File: config.mk
export PLATFORM = sky130hd
export DESIGN_NAME = aaf_alu
export DESIGN_NICKNAME = d
export VERILOG_FILES = /design/src/rtl/aaf_pkg.sv /design/src/rtl/aaf_alu.sv
export VERILOG_INCLUDE_DIRS = /design/src /design/src/rtl
export SDC_FILE = /design/constraint.sdc
export NUM_CORES = 1
export LEC_CHECK = 0
export ABC_CLOCK_PERIOD_IN_PS = 8550
export BUFFER_PORTS_ARGS = -buffer_cell sky130_fd_sc_hd__buf_2
export CORE_MARGIN = 2
export CORE_UTILIZATION = 48
export DETAILED_ROUTE_END_ITERATION = 16
export GPL_TIMING_DRIVEN = 1
export PLACE_DENSITY = 0.86
export SLEW_MARGIN = 5
export SYNTH_ARGS = -nofsm -noshare
export SYNTH_HDL_FRONTEND = slang
export SYNTH_SLANG_ARGS = --single-unit
export TNS_END_PERCENT = 5
File: constraint.sdc
create_clock -name core_clk -period 8.55 [get_ports core_clk]
set_input_delay 0.4275 -clock core_clk [delete_from_list [all_inputs] [get_ports core_clk]]
set_output_delay 0.4275 -clock core_clk [all_outputs]
set_load 0.02 [all_outputs]
File: src/rtl/aaf_consts.svh
`ifndef AAF_CONSTS_SVH
`define AAF_CONSTS_SVH
// ----------------------------------------
// opcode patterns
// ----------------------------------------
`define AAF_OP_ADD_IMM 8'h24
`define AAF_OP_ADD_DIR 8'h25
`define AAF_OP_ADD_IND 7'h13
`define AAF_OP_ADD_REG 5'h05
`define AAF_OP_ADD_WITH_CARRY_OP_IMM 8'h34
`define AAF_OP_ADD_WITH_CARRY_OP_DIR 8'h35
`define AAF_OP_ADD_WITH_CARRY_OP_IND 7'h1b
`define AAF_OP_ADD_WITH_CARRY_OP_REG 5'h07
// ----------------------------------------
// reset values
// ----------------------------------------
`define AAF_ACC_RST 8'h00
`define AAF_FLAG_RST 1'b0
// ----------------------------------------
// opcode fields
// ----------------------------------------
`define AAF_OP_MSB 7
`define AAF_OP_IND_LSB 1
`define AAF_OP_REG_LSB 3
`define AAF_OP_CARRY_BIT 4
`define AAF_OP_PTR_BIT 0
`define AAF_OP_SEL_MSB 2
`define AAF_OP_SEL_LSB 0
// ----------------------------------------
// carry positions in the partial sums
// ----------------------------------------
`define AAF_NIB_CY 4
`define AAF_LOW7_CY 7
`define AAF_BYTE_CY 8
// ----------------------------------------
// handled opcode ranges, for the decode checks
// ----------------------------------------
`define AAF_ADD_FIRST 8'h24
`define AAF_ADD_LAST 8'h2f
`define AAF_ADD_WITH_CARRY_OP_FIRST 8'h34
`define AAF_ADD_WITH_CARRY_OP_LAST 8'h3f
`endif

File: src/rtl/aaf_pkg.sv
package aaf_pkg;
  typedef enum logic [2:0] {
    AAF_SRC_NONE = 3'h0,
    AAF_SRC_REG = 3'h1,
    AAF_SRC_DIR = 3'h2,
    AAF_SRC_IND = 3'h3,
    AAF_SRC_IMM = 3'h4
  } aaf_src_e;
endpackage

File: src/rtl/aaf_alu.sv
`timescale 1ns/1ns
`default_nettype none
`include "aaf_consts.svh"
module aaf_alu
  import aaf_pkg::*;
(
  input wire logic core_clk, // system clock
  input wire logic rst_n, // synchronous reset, active low
  input wire logic exec_valid, // opcode and operands valid this cycle
  input wire logic [7:0] opcode, // instruction opcode
  input wire logic [7:0] operand_byte, // immediate or direct address byte
  input wire logic [7:0] reg_data, // selected working register value
  input wire logic [7:0] direct_data, // byte at direct address
  input wire logic [7:0] indirect_data, // byte pointed to by the pointer
  output logic [7:0] direct_addr, // direct address request
  output logic indirect_pointer_register, // pointer select, 0 or 1
  output logic [2:0] reg_sel, // working register select
  output logic op_accepted, // exec_valid high and opcode is a handled add
  output logic [7:0] acc, // accumulator
  output logic carry_flag, // carry
  output logic aux_carry_flag, // auxiliary carry
  output logic overflow_flag // overflow
);
  // ----------------------------------------
  // decode
  // ----------------------------------------
  function automatic aaf_src_e dec_src(input logic [7:0] op);
    if (op == `AAF_OP_ADD_IMM || op == `AAF_OP_ADD_WITH_CARRY_OP_IMM) begin
      dec_src = AAF_SRC_IMM;
    end else if (op == `AAF_OP_ADD_DIR || op == `AAF_OP_ADD_WITH_CARRY_OP_DIR) begin
      dec_src = AAF_SRC_DIR;
    end else if (op[`AAF_OP_MSB:`AAF_OP_IND_LSB] == `AAF_OP_ADD_IND ||
        op[`AAF_OP_MSB:`AAF_OP_IND_LSB] == `AAF_OP_ADD_WITH_CARRY_OP_IND) begin
      dec_src = AAF_SRC_IND;
    end else if (op[`AAF_OP_MSB:`AAF_OP_REG_LSB] == `AAF_OP_ADD_REG ||
        op[`AAF_OP_MSB:`AAF_OP_REG_LSB] == `AAF_OP_ADD_WITH_CARRY_OP_REG) begin
      dec_src = AAF_SRC_REG;
    end else begin
      dec_src = AAF_SRC_NONE;
    end
  endfunction

  aaf_src_e src;
  logic use_carry;
  logic [7:0] src_byte;
  logic [4:0] low_sum;
  logic [7:0] low7_sum;
  logic [8:0] full_sum;
  logic [7:0] acc_d, acc_q;
  logic cy_d, cy_q, ac_d, ac_q, ov_d, ov_q;

  always_comb begin
    src = dec_src(opcode);
    use_carry = opcode[`AAF_OP_CARRY_BIT]; // add with carry family
    direct_addr = operand_byte;
    indirect_pointer_register = opcode[`AAF_OP_PTR_BIT];
    reg_sel = opcode[`AAF_OP_SEL_MSB:`AAF_OP_SEL_LSB];
    op_accepted = exec_valid && (src != AAF_SRC_NONE);
    unique case (src)
      AAF_SRC_IMM: src_byte = operand_byte;
      AAF_SRC_DIR: src_byte = direct_data;
      AAF_SRC_IND: src_byte = indirect_data;
      AAF_SRC_REG: src_byte = reg_data;
      default: src_byte = 8'h00;
    endcase
  end

  // ----------------------------------------
  // adder and flags
  // ----------------------------------------
  // carries into bits 4 and 7 come from narrow partial sums, carry out from the full 9-bit sum, so each flag is exact
  always_comb begin
    logic cin;
    cin = use_carry & cy_q;
    low_sum = {1'b0, acc_q[3:0]} + {1'b0, src_byte[3:0]} + {4'h0, cin};
    low7_sum = {1'b0, acc_q[6:0]} + {1'b0, src_byte[6:0]} + {7'h00, cin};
    full_sum = {1'b0, acc_q} + {1'b0, src_byte} + {8'h00, cin};
    acc_d = acc_q;
    cy_d = cy_q;
    ac_d = ac_q;
    ov_d = ov_q;
    if (op_accepted) begin
      acc_d = full_sum[7:0];
      cy_d = full_sum[`AAF_BYTE_CY];
      ac_d = low_sum[`AAF_NIB_CY];
      ov_d = full_sum[`AAF_BYTE_CY] ^ low7_sum[`AAF_LOW7_CY];
    end
  end

  // ----------------------------------------
  // state registers
  // ----------------------------------------
  always_ff @(posedge core_clk) begin
    if (!rst_n) begin
      acc_q <= `AAF_ACC_RST;
      cy_q <= `AAF_FLAG_RST;
      ac_q <= `AAF_FLAG_RST;
      ov_q <= `AAF_FLAG_RST;
    end else begin
      acc_q <= acc_d;
      cy_q <= cy_d;
      ac_q <= ac_d;
      ov_q <= ov_d;
    end
  end

  // ----------------------------------------
  // outputs
  // ----------------------------------------
  assign acc = acc_q;
  assign carry_flag = cy_q;
  assign aux_carry_flag = ac_q;
  assign overflow_flag = ov_q;

  // ----------------------------------------
  // checks
  // ----------------------------------------
  ind_add_a: assert property (@(posedge core_clk) disable iff (!rst_n)
    exec_valid && opcode[7:1] == `AAF_OP_ADD_IND |=>
    acc_q == 8'($past(acc_q) + $past(indirect_data)))
    else $error("indirect add result wrong");
  imm_add_a: assert property (@(posedge core_clk) disable iff (!rst_n)
    exec_valid && opcode == `AAF_OP_ADD_IMM |=>
    acc_q == 8'($past(acc_q) + $past(operand_byte)))
    else $error("immediate add result wrong");
  dir_add_a: assert property (@(posedge core_clk) disable iff (!rst_n)
    exec_valid && opcode == `AAF_OP_ADD_DIR |=>
    acc_q == 8'($past(acc_q) + $past(direct_data)))
    else $error("direct add result wrong");
  add_with_carry_op_sum_a: assert property (@(posedge core_clk) disable iff (!rst_n)
    exec_valid && opcode == `AAF_OP_ADD_WITH_CARRY_OP_IMM |=>
    {cy_q, acc_q} == 9'($past(acc_q) + $past(operand_byte) + $past(cy_q)))
    else $error("add with carry result wrong");
  aux_carry_a: assert property (@(posedge core_clk) disable iff (!rst_n)
    op_accepted && !use_carry |=>
    ac_q == (5'($past(acc_q[3:0]) + $past(src_byte[3:0])) > 5'h0f))
    else $error("aux carry wrong");
  ovf_sign_a: assert property (@(posedge core_clk) disable iff (!rst_n)
    op_accepted |=> ov_q == (($past(acc_q[7]) == $past(src_byte[7]))
    && (acc_q[7] != $past(acc_q[7]))))
    else $error("overflow wrong");
  no_src_a: assert property (@(posedge core_clk) disable iff (!rst_n)
    exec_valid && dec_src(opcode) == AAF_SRC_NONE |=> $stable(acc_q) && $stable(cy_q))
    else $error("unhandled opcode changed state");
  ptr_sel_a: assert property (@(posedge core_clk) disable iff (!rst_n)
    src == AAF_SRC_IND |-> indirect_pointer_register ==
    (opcode == {`AAF_OP_ADD_IND, 1'b1} || opcode == {`AAF_OP_ADD_WITH_CARRY_OP_IND, 1'b1}))
    else $error("pointer select wrong");
  ind_accept_a: assert property (@(posedge core_clk) disable iff (!rst_n)
    exec_valid && opcode[7:1] == `AAF_OP_ADD_IND |-> op_accepted)
    else $error("indirect add not taken in its own cycle");

  // ----------------------------------------
  // sum and flag checks
  // ----------------------------------------
  add_with_carry_op_src_a: assert property (@(posedge core_clk) disable iff (!rst_n)
    op_accepted && use_carry |=>
    {cy_q, acc_q} == 9'($past(acc_q) + $past(src_byte) + $past(cy_q)))
    else $error("add with carry sum wrong");
  add_no_cin_a: assert property (@(posedge core_clk) disable iff (!rst_n)
    op_accepted && !use_carry |=>
    {cy_q, acc_q} == 9'($past(acc_q) + $past(src_byte)))
    else $error("plain add sum or carry wrong");
  aux_cin_a: assert property (@(posedge core_clk) disable iff (!rst_n)
    op_accepted && use_carry |=>
    ac_q == (5'($past(acc_q[3:0])) + 5'($past(src_byte[3:0])) + 5'($past(cy_q)) > 5'h0f))
    else $error("aux carry with carry in wrong");
  carry_out_a: assert property (@(posedge core_clk) disable iff (!rst_n)
    op_accepted |=>
    cy_q == (9'($past(acc_q)) + 9'($past(src_byte)) + 9'($past(use_carry & cy_q))
    > 9'h0ff))
    else $error("carry flag wrong");
  ovf_mixed_a: assert property (@(posedge core_clk) disable iff (!rst_n)
    op_accepted && (acc_q[7] != src_byte[7]) |=> !ov_q)
    else $error("overflow set for operands of unlike sign");
  add_with_carry_op_ind_a: assert property (@(posedge core_clk) disable iff (!rst_n)
    exec_valid && opcode[7:1] == `AAF_OP_ADD_WITH_CARRY_OP_IND |=>
    {cy_q, acc_q} == 9'($past(acc_q) + $past(indirect_data) + $past(cy_q)))
    else $error("indirect add with carry result wrong");
  add_with_carry_op_dir_a: assert property (@(posedge core_clk) disable iff (!rst_n)
    exec_valid && opcode == `AAF_OP_ADD_WITH_CARRY_OP_DIR |=>
    {cy_q, acc_q} == 9'($past(acc_q) + $past(direct_data) + $past(cy_q)))
    else $error("direct add with carry result wrong");
  add_with_carry_op_reg_a: assert property (@(posedge core_clk) disable iff (!rst_n)
    exec_valid && opcode[7:3] == `AAF_OP_ADD_WITH_CARRY_OP_REG |=>
    {cy_q, acc_q} == 9'($past(acc_q) + $past(reg_data) + $past(cy_q)))
    else $error("register add with carry result wrong");
  reg_add_a: assert property (@(posedge core_clk) disable iff (!rst_n)
    exec_valid && opcode[7:3] == `AAF_OP_ADD_REG |=>
    acc_q == 8'($past(acc_q) + $past(reg_data)))
    else $error("register add result wrong");

  // ----------------------------------------
  // decode and hold checks
  // ----------------------------------------
  // refused opcodes and idle cycles must leave every flag as it was
  accept_set_a: assert property (@(posedge core_clk) disable iff (!rst_n)
    op_accepted == (exec_valid && (opcode inside {[`AAF_ADD_FIRST:`AAF_ADD_LAST],
    [`AAF_ADD_WITH_CARRY_OP_FIRST:`AAF_ADD_WITH_CARRY_OP_LAST]})))
    else $error("accepted opcode set wrong");
  idle_hold_a: assert property (@(posedge core_clk) disable iff (!rst_n)
    !op_accepted |=>
    $stable(acc_q) && $stable(cy_q) && $stable(ac_q) && $stable(ov_q))
    else $error("state changed without an accepted add");

  // ----------------------------------------
  // reset checks
  // ----------------------------------------
  // no disable here, so a register that misses reset shows up
  rst_clear_a: assert property (@(posedge core_clk)
    !rst_n |=>
    acc_q == `AAF_ACC_RST && cy_q == `AAF_FLAG_RST && ac_q == `AAF_FLAG_RST
    && ov_q == `AAF_FLAG_RST)
    else $error("reset left accumulator or flags set");
endmodule // aaf_alu
`default_nettype wire

# --- Word-level counts from Yosys, hierarchy flattened ---
# Index checks and enable logic that the tools add are counted.
totals:
  regBits: 11
  latchBits: 0
  ramBits: 0
  romBits: 0
  in_bits: 43
  output_inout_bits: 24
  word_cells: 35
  n_memories: 0
classes:
  n_addsub: 6
  mul: 0
  n_div: 0
  n_lt_le_gt_ge: 0
  eq_ne: 12
  shift: 0
  n_mux: 5
  n_bitwise: 2
  n_reduce_logical: 6
ops:
  columns: ["op", "count"]
  rows:
  - ["$eq A8 B6 Y1 const B", 4]
  - ["$pmux W8 S4", 1]
  - ["$eq A7 B5 Y1 const B", 2]
  - ["$eq A5 B3 Y1 const B", 2]
  - ["$add A8 B8 Y9", 1]
  - ["$add A9 B1 Y9", 1]
  - ["$add A7 B7 Y8", 1]
  - ["$add A8 B1 Y8", 1]
  - ["$eq A3 B2 Y1 const B", 2]
  - ["$add A4 B4 Y5", 1]
  - ["$add A5 B1 Y5", 1]
  - ["$logic_or A1 B1 Y1", 4]
  - ["$mux W2", 2]
  - ["$eq A3 B1 Y1 const B", 1]
  - ["$eq A3 B3 Y1 const B", 1]
  - ["$mux W3", 1]
  - ["$reduce_bool A3 Y1", 1]
  - ["$and A1 B1 Y1", 1]
  - ["$logic_and A1 B1 Y1", 1]
  - ["$mux W1", 1]
  - ["$xor A1 B1 Y1", 1]

# --- Longest topological paths before layout ---
logic_depth:
  ltp_word: 11
  depth_mapped: 12

# --- Worst setup path before layout ---
# Ideal clock, no wire load.
synth_timing:
  path_type: "input to register"
  start: "input port opcode[7]"
  end: "register ov_q (netlist: overflow_flag)"
  setup_ns: 0.070
  t_arrival_ns: 3.057
  required_ns: 8.480
  setup_slack_ns: 5.424
  path_stages: 11
  n_path_buf: 1
  path_cell_list: "or3b_4 buf_6 nor4b_4 a221oi_1 fa_1 fa_1 nor2b_1 o31a_1 o22ai_1 xnor2_1 a21oi_1"
synth_via:
  elab_chain_cells: 11
  elab_cells_between_ends: 28
synth_rtl:
  columns: ["item", "line", "rtl"]
  rows:
  - ["start, declared", "aaf_alu.sv:10", "input wire logic [7:0] opcode,"]
  - ["$eq A5 B3 Y1 (no line)", null, null]
  - ["$logic_or A1 B1 Y1 (no line)", null, null]
  - ["$mux W1", "aaf_alu.sv:35", "end else if (op[`AAF_OP_MSB:`AAF_OP_REG_LSB] == `AAF_OP_ADD_REG ||"]
  - ["$mux W2", "aaf_alu.sv:32", "end else if (op[`AAF_OP_MSB:`AAF_OP_IND_LSB] == `AAF_OP_ADD_IND ||"]
  - ["$mux W2", "aaf_alu.sv:30", "end else if (op == `AAF_OP_ADD_DIR || op == `AAF_OP_ADD_WITH_CARRY_OP_DIR) begin"]
  - ["$mux W3 (*)", "aaf_alu.sv:28", "if (op == `AAF_OP_ADD_IMM || op == `AAF_OP_ADD_WITH_CARRY_OP_IMM) begin"]
  - ["$eq A3 B1 Y1 (tied with other cells)", "aaf_alu.sv:59", "unique case (src)"]
  - ["$pmux W8 S4", "aaf_alu.sv:59", null]
  - ["$add A8 B8 Y9 or $add A7 B7 Y8 (tied branches)", "aaf_alu.sv:77, aaf_alu.sv:76", null]
  - ["$add A9 B1 Y9 or $add A8 B1 Y8 (tied branches)", "aaf_alu.sv:77, aaf_alu.sv:76", null]
  - ["$xor A1 B1 Y1", "aaf_alu.sv:86", "ov_d = full_sum[`AAF_BYTE_CY] ^ low7_sum[`AAF_LOW7_CY];"]
  - ["end signal, assigned", "aaf_alu.sv:98", "ov_q <= `AAF_FLAG_RST;"]
  - ["end signal, assigned", "aaf_alu.sv:103", "ov_q <= ov_d;"]
  - ["end, declared", "aaf_alu.sv:50", "logic cy_d, cy_q, ac_d, ac_q, ov_d, ov_q;"]
# Every way passes the cells marked *; elsewhere a longest branch is shown, timed or not.
# A chain may end at the register's enable or synchronous reset.

# --- Worst setup path in the final report ---
# Ends and elaborated chain as after synthesis.

==> out/metrics.cfg <==
[worst_setup_path]
start_kind = input port
r2r-end = overflow_flag
crit_top_cell = fa_1
crit_start = opcode[7]
crit_slowest_cell = nor4b_4
path_max_fanout = 11
cp.arrival_ns = 3.33
r2r_cells = 8
r2r-start = acc[0]
rrSetupSlack_ns = 6.41
critPathRequiredTime_ns = 8.75
cp-end-kind = flop
path_cells = buf_2, or3b_4, nor4b_4, a221oi_1, fa_1, fa_1, nor2b_1, o31a_1, o22ai_1, xnor2_1, a21oi_1
slowest_delay_ns = 0.50
path_class = input port to flop

[floorplanning]
core_area_sq_um = 2430
die_w_um = 54.1
dieHeight_um = 54.1
dieArea_sq_um = 2920
row_count = 18
num_io_pins = 67
start_util_pct = 49.5

[cts]
insertion_delay_ns = 0.27
root_buffer = clkbuf_4
cts.path.max_buffers = 2
cts_hold_buf = 0
cts_tree = built
cts_buffers = 3
post-cts-setup-buffers = 0
cts_resized = 0
cts_max_level = 1
clk_pin_slew_ns = 0.06
cts_sinks = 11

[timing]
setup_viol = 0
rsz0062_at_grt = no
worst_pin_slew_ns = 0.550
max_slew_margin_pct = 63.4
period_needed_ns = 3.13
finalHoldViolations = 0
slew_violations = 0
min_period_over_period_pct = 36.6
setup_tns_ns = 0
skew_ns = 0.00488
hold-worst-slack_ns = 0.510
timing.fmax_mhz = 319

[cells_and_area]
fill_cells = 241
drive_above_1_share_pct = 39.1
syn_to_final_growth_pct = 19.8
antennaDiodeCount = 0
fin_nets = 250
post_layout_nonfiller_instances = 227

[placement]
dp.cells = 223
routabilityCongestion = 0.780
port_buffers = 66
hpwl_um = 2410

[synth]
synth.area.mux_share_pct = 0
ys_ff_latch = 11
yosysTopAreaCell = dfxtp_1
synth.avg_cell_area_sq_um = 8.19
synthSimpleGateAreaFrac_pct = 24.6
synth-xor-area-share_pct = 0.728
yosysWarningCount = 0
synth_seq_area_share_pct = 18.3
synthesis.area_sq_um = 1200
syn_inst = 147
ys.flop_type = dfxtp_1
yosys-top-cells-count = buf_4 (13), nand2_1 (13), a21oi_1 (12)
synth_area_leaders = dfxtp_1 (18%), buf_4 (8.1%), ha_1 (7.3%), a21oi_1 (5.0%), o21ai_0 (4.2%)
synthArstFlopShare_pct = 0
syn_nets = 199
synth_top_area_share_pct = 18.3
synth_compound_area_share_pct = 29.8
synth_fa_ha_area_share_pct = 10.6
synth_top_family_by_area = compound AO/OA/AOI/OAI gates
synth_cell_type_count = 44
synth_edf_count = 0

[grt]
grt.overflow.total = 0
grt_pass1_vias = 1049
antenna_found_initial = 0
grt.total_usage_pct = 19.6
grt_pass1_wl_um = 4220
grt_max_degree = 19

[detailed_routing]
dr_wl_met2_um = 1320
met1Wirelength_um = 1290
avgRoutedWirePerCell_um = 12.8
drtAntennaViolNets = 0
routed_wl_um = 2920
vias = 1239
dr.pass1.iters = 4
wl_met3_um = 304
first_iter_violations = 20
drc = 0
top_layer = met4
viasPerCell = 5.46

[hold_path]
worstHoldEndpoint = aux_carry_flag
hold_path_class = flop to flop
min_path_cells = 1
min-delay-start = aux_carry_flag

[flow_run]
maxCapViolCount = 0

[power]
max-vdd-ir-drop_uv = 84.2
leakage_nw = 0.704
power.density_nw_per_um2 = 83.3

[run_status]
status = completed

## metrics by stage
stage	utilization, %	total power, mW	worst slack (ns)	instance area (sq um)
after floorplan	-	0.0759	5.42	1200
after global placement	58.2	0.0865	5.23	1420
after detailed placement	58.2	0.0865	5.13	1420
after CTS	59.3	0.121	5.40	1440
after global routing	59.3	0.127	5.17	1440
final	59.3	0.120	5.42	1440
## per-layer routing
metal / global-route usage (%) / up-vias
li1: - / 635
met1: 24.8 / 539
met2: 34.3 / 63
met3: 2.50 / 2
met4: 6.25 / 0
met5: 0 / -
## flip-flops by register name, summed over array words and instances (netlist names)
name and count:
acc 8, aux_carry_flag 1, carry_flag 1, overflow_flag 1
## where the power goes
part / leakage, nW / switching, mW / internal (mW)
clock network: 0.0150 / 0.0167 / 0.0181
logic: 0.600 / 0.0186 / 0.0142
registers: 0.0889 / 0.000565 / 0.0520
total: 0.704 / 0.0359 / 0.0842
## area by class of cell
| class | instances | area (sq um) | area share [%] |
|---|---|---|---|
| multi-input combinational | 110 | 792 | 54.9 |
| tap | 30 | 37.5 | 2.60 |
| timing repair buffer | 66 | 330 | 22.9 |
| clock buffer | 4 | 26.3 | 1.82 |
| sequential | 11 | 220 | 15.3 |
| inverter | 6 | 35.0 | 2.43 |
## how the worst max path moves through the flow
| stage | to | slack [ns] | cells after the start |
|---|---|---|---|
| finish | overflow_flag | 5.42 | 11 |
| global route | overflow_flag | 5.17 | 11 |
| CTS | overflow_flag | 5.40 | 11 |
| detailed placement | acc[6] | 5.13 | 11 |
| global placement | overflow_flag | 5.23 | 11 |
| floorplan | overflow_flag | 5.42 | 11 |
## kinds of logic (layout without fill, tap and decap cells)
kind of cell               after synthesis  after routing
adders and majority gates                9              9
buffers and inverters                   26             76
DFF                                     11             11
xor gates and xnor gates                 1              1
and+or+nand+nor                         50             50
AOI/OAI and AO/OA                       50             50
## worst max-delay path, delay by kind of cell
family                   cells  cell delay, ns
AO/OA/AOI/OAI                4            0.67
XOR/XNOR                     1            0.13
adder cells (fa/ha/maj)      2            0.85
buffers and inverters        1            0.09
AND/OR/NAND/NOR              3            1.15
## cell usage in the layout, fill, tap and decap left out, types with 2 or more instances in the layout
| cell | Yosys | layout |
|---|---|---|
| a21oi_1 | 12 | 12 |
| a221oi_1 | 2 | 2 |
| a22oi_1 | 6 | 6 |
| and2_0 | 2 | 2 |
| buf_2 | 1 | 66 |
| clkbuf_4 | 0 | 3 |
| dfxtp_1 | 11 | 11 |
| fa_1 | 2 | 2 |
| ha_1 | 7 | 7 |
| inv_1 | 5 | 5 |
| nand2_1 | 13 | 13 |
| nand2b_1 | 2 | 2 |
| nand3_1 | 4 | 4 |
| nand3b_1 | 4 | 4 |
| nor2_1 | 8 | 8 |
| nor2b_1 | 3 | 3 |
| nor3_1 | 4 | 4 |
| o2111ai_1 | 2 | 2 |
| o211a_1 | 4 | 4 |
| o21a_1 | 5 | 5 |
| o21ai_0 | 10 | 10 |
| o311ai_2 | 2 | 2 |
Power figures use the tool's default switching activity.
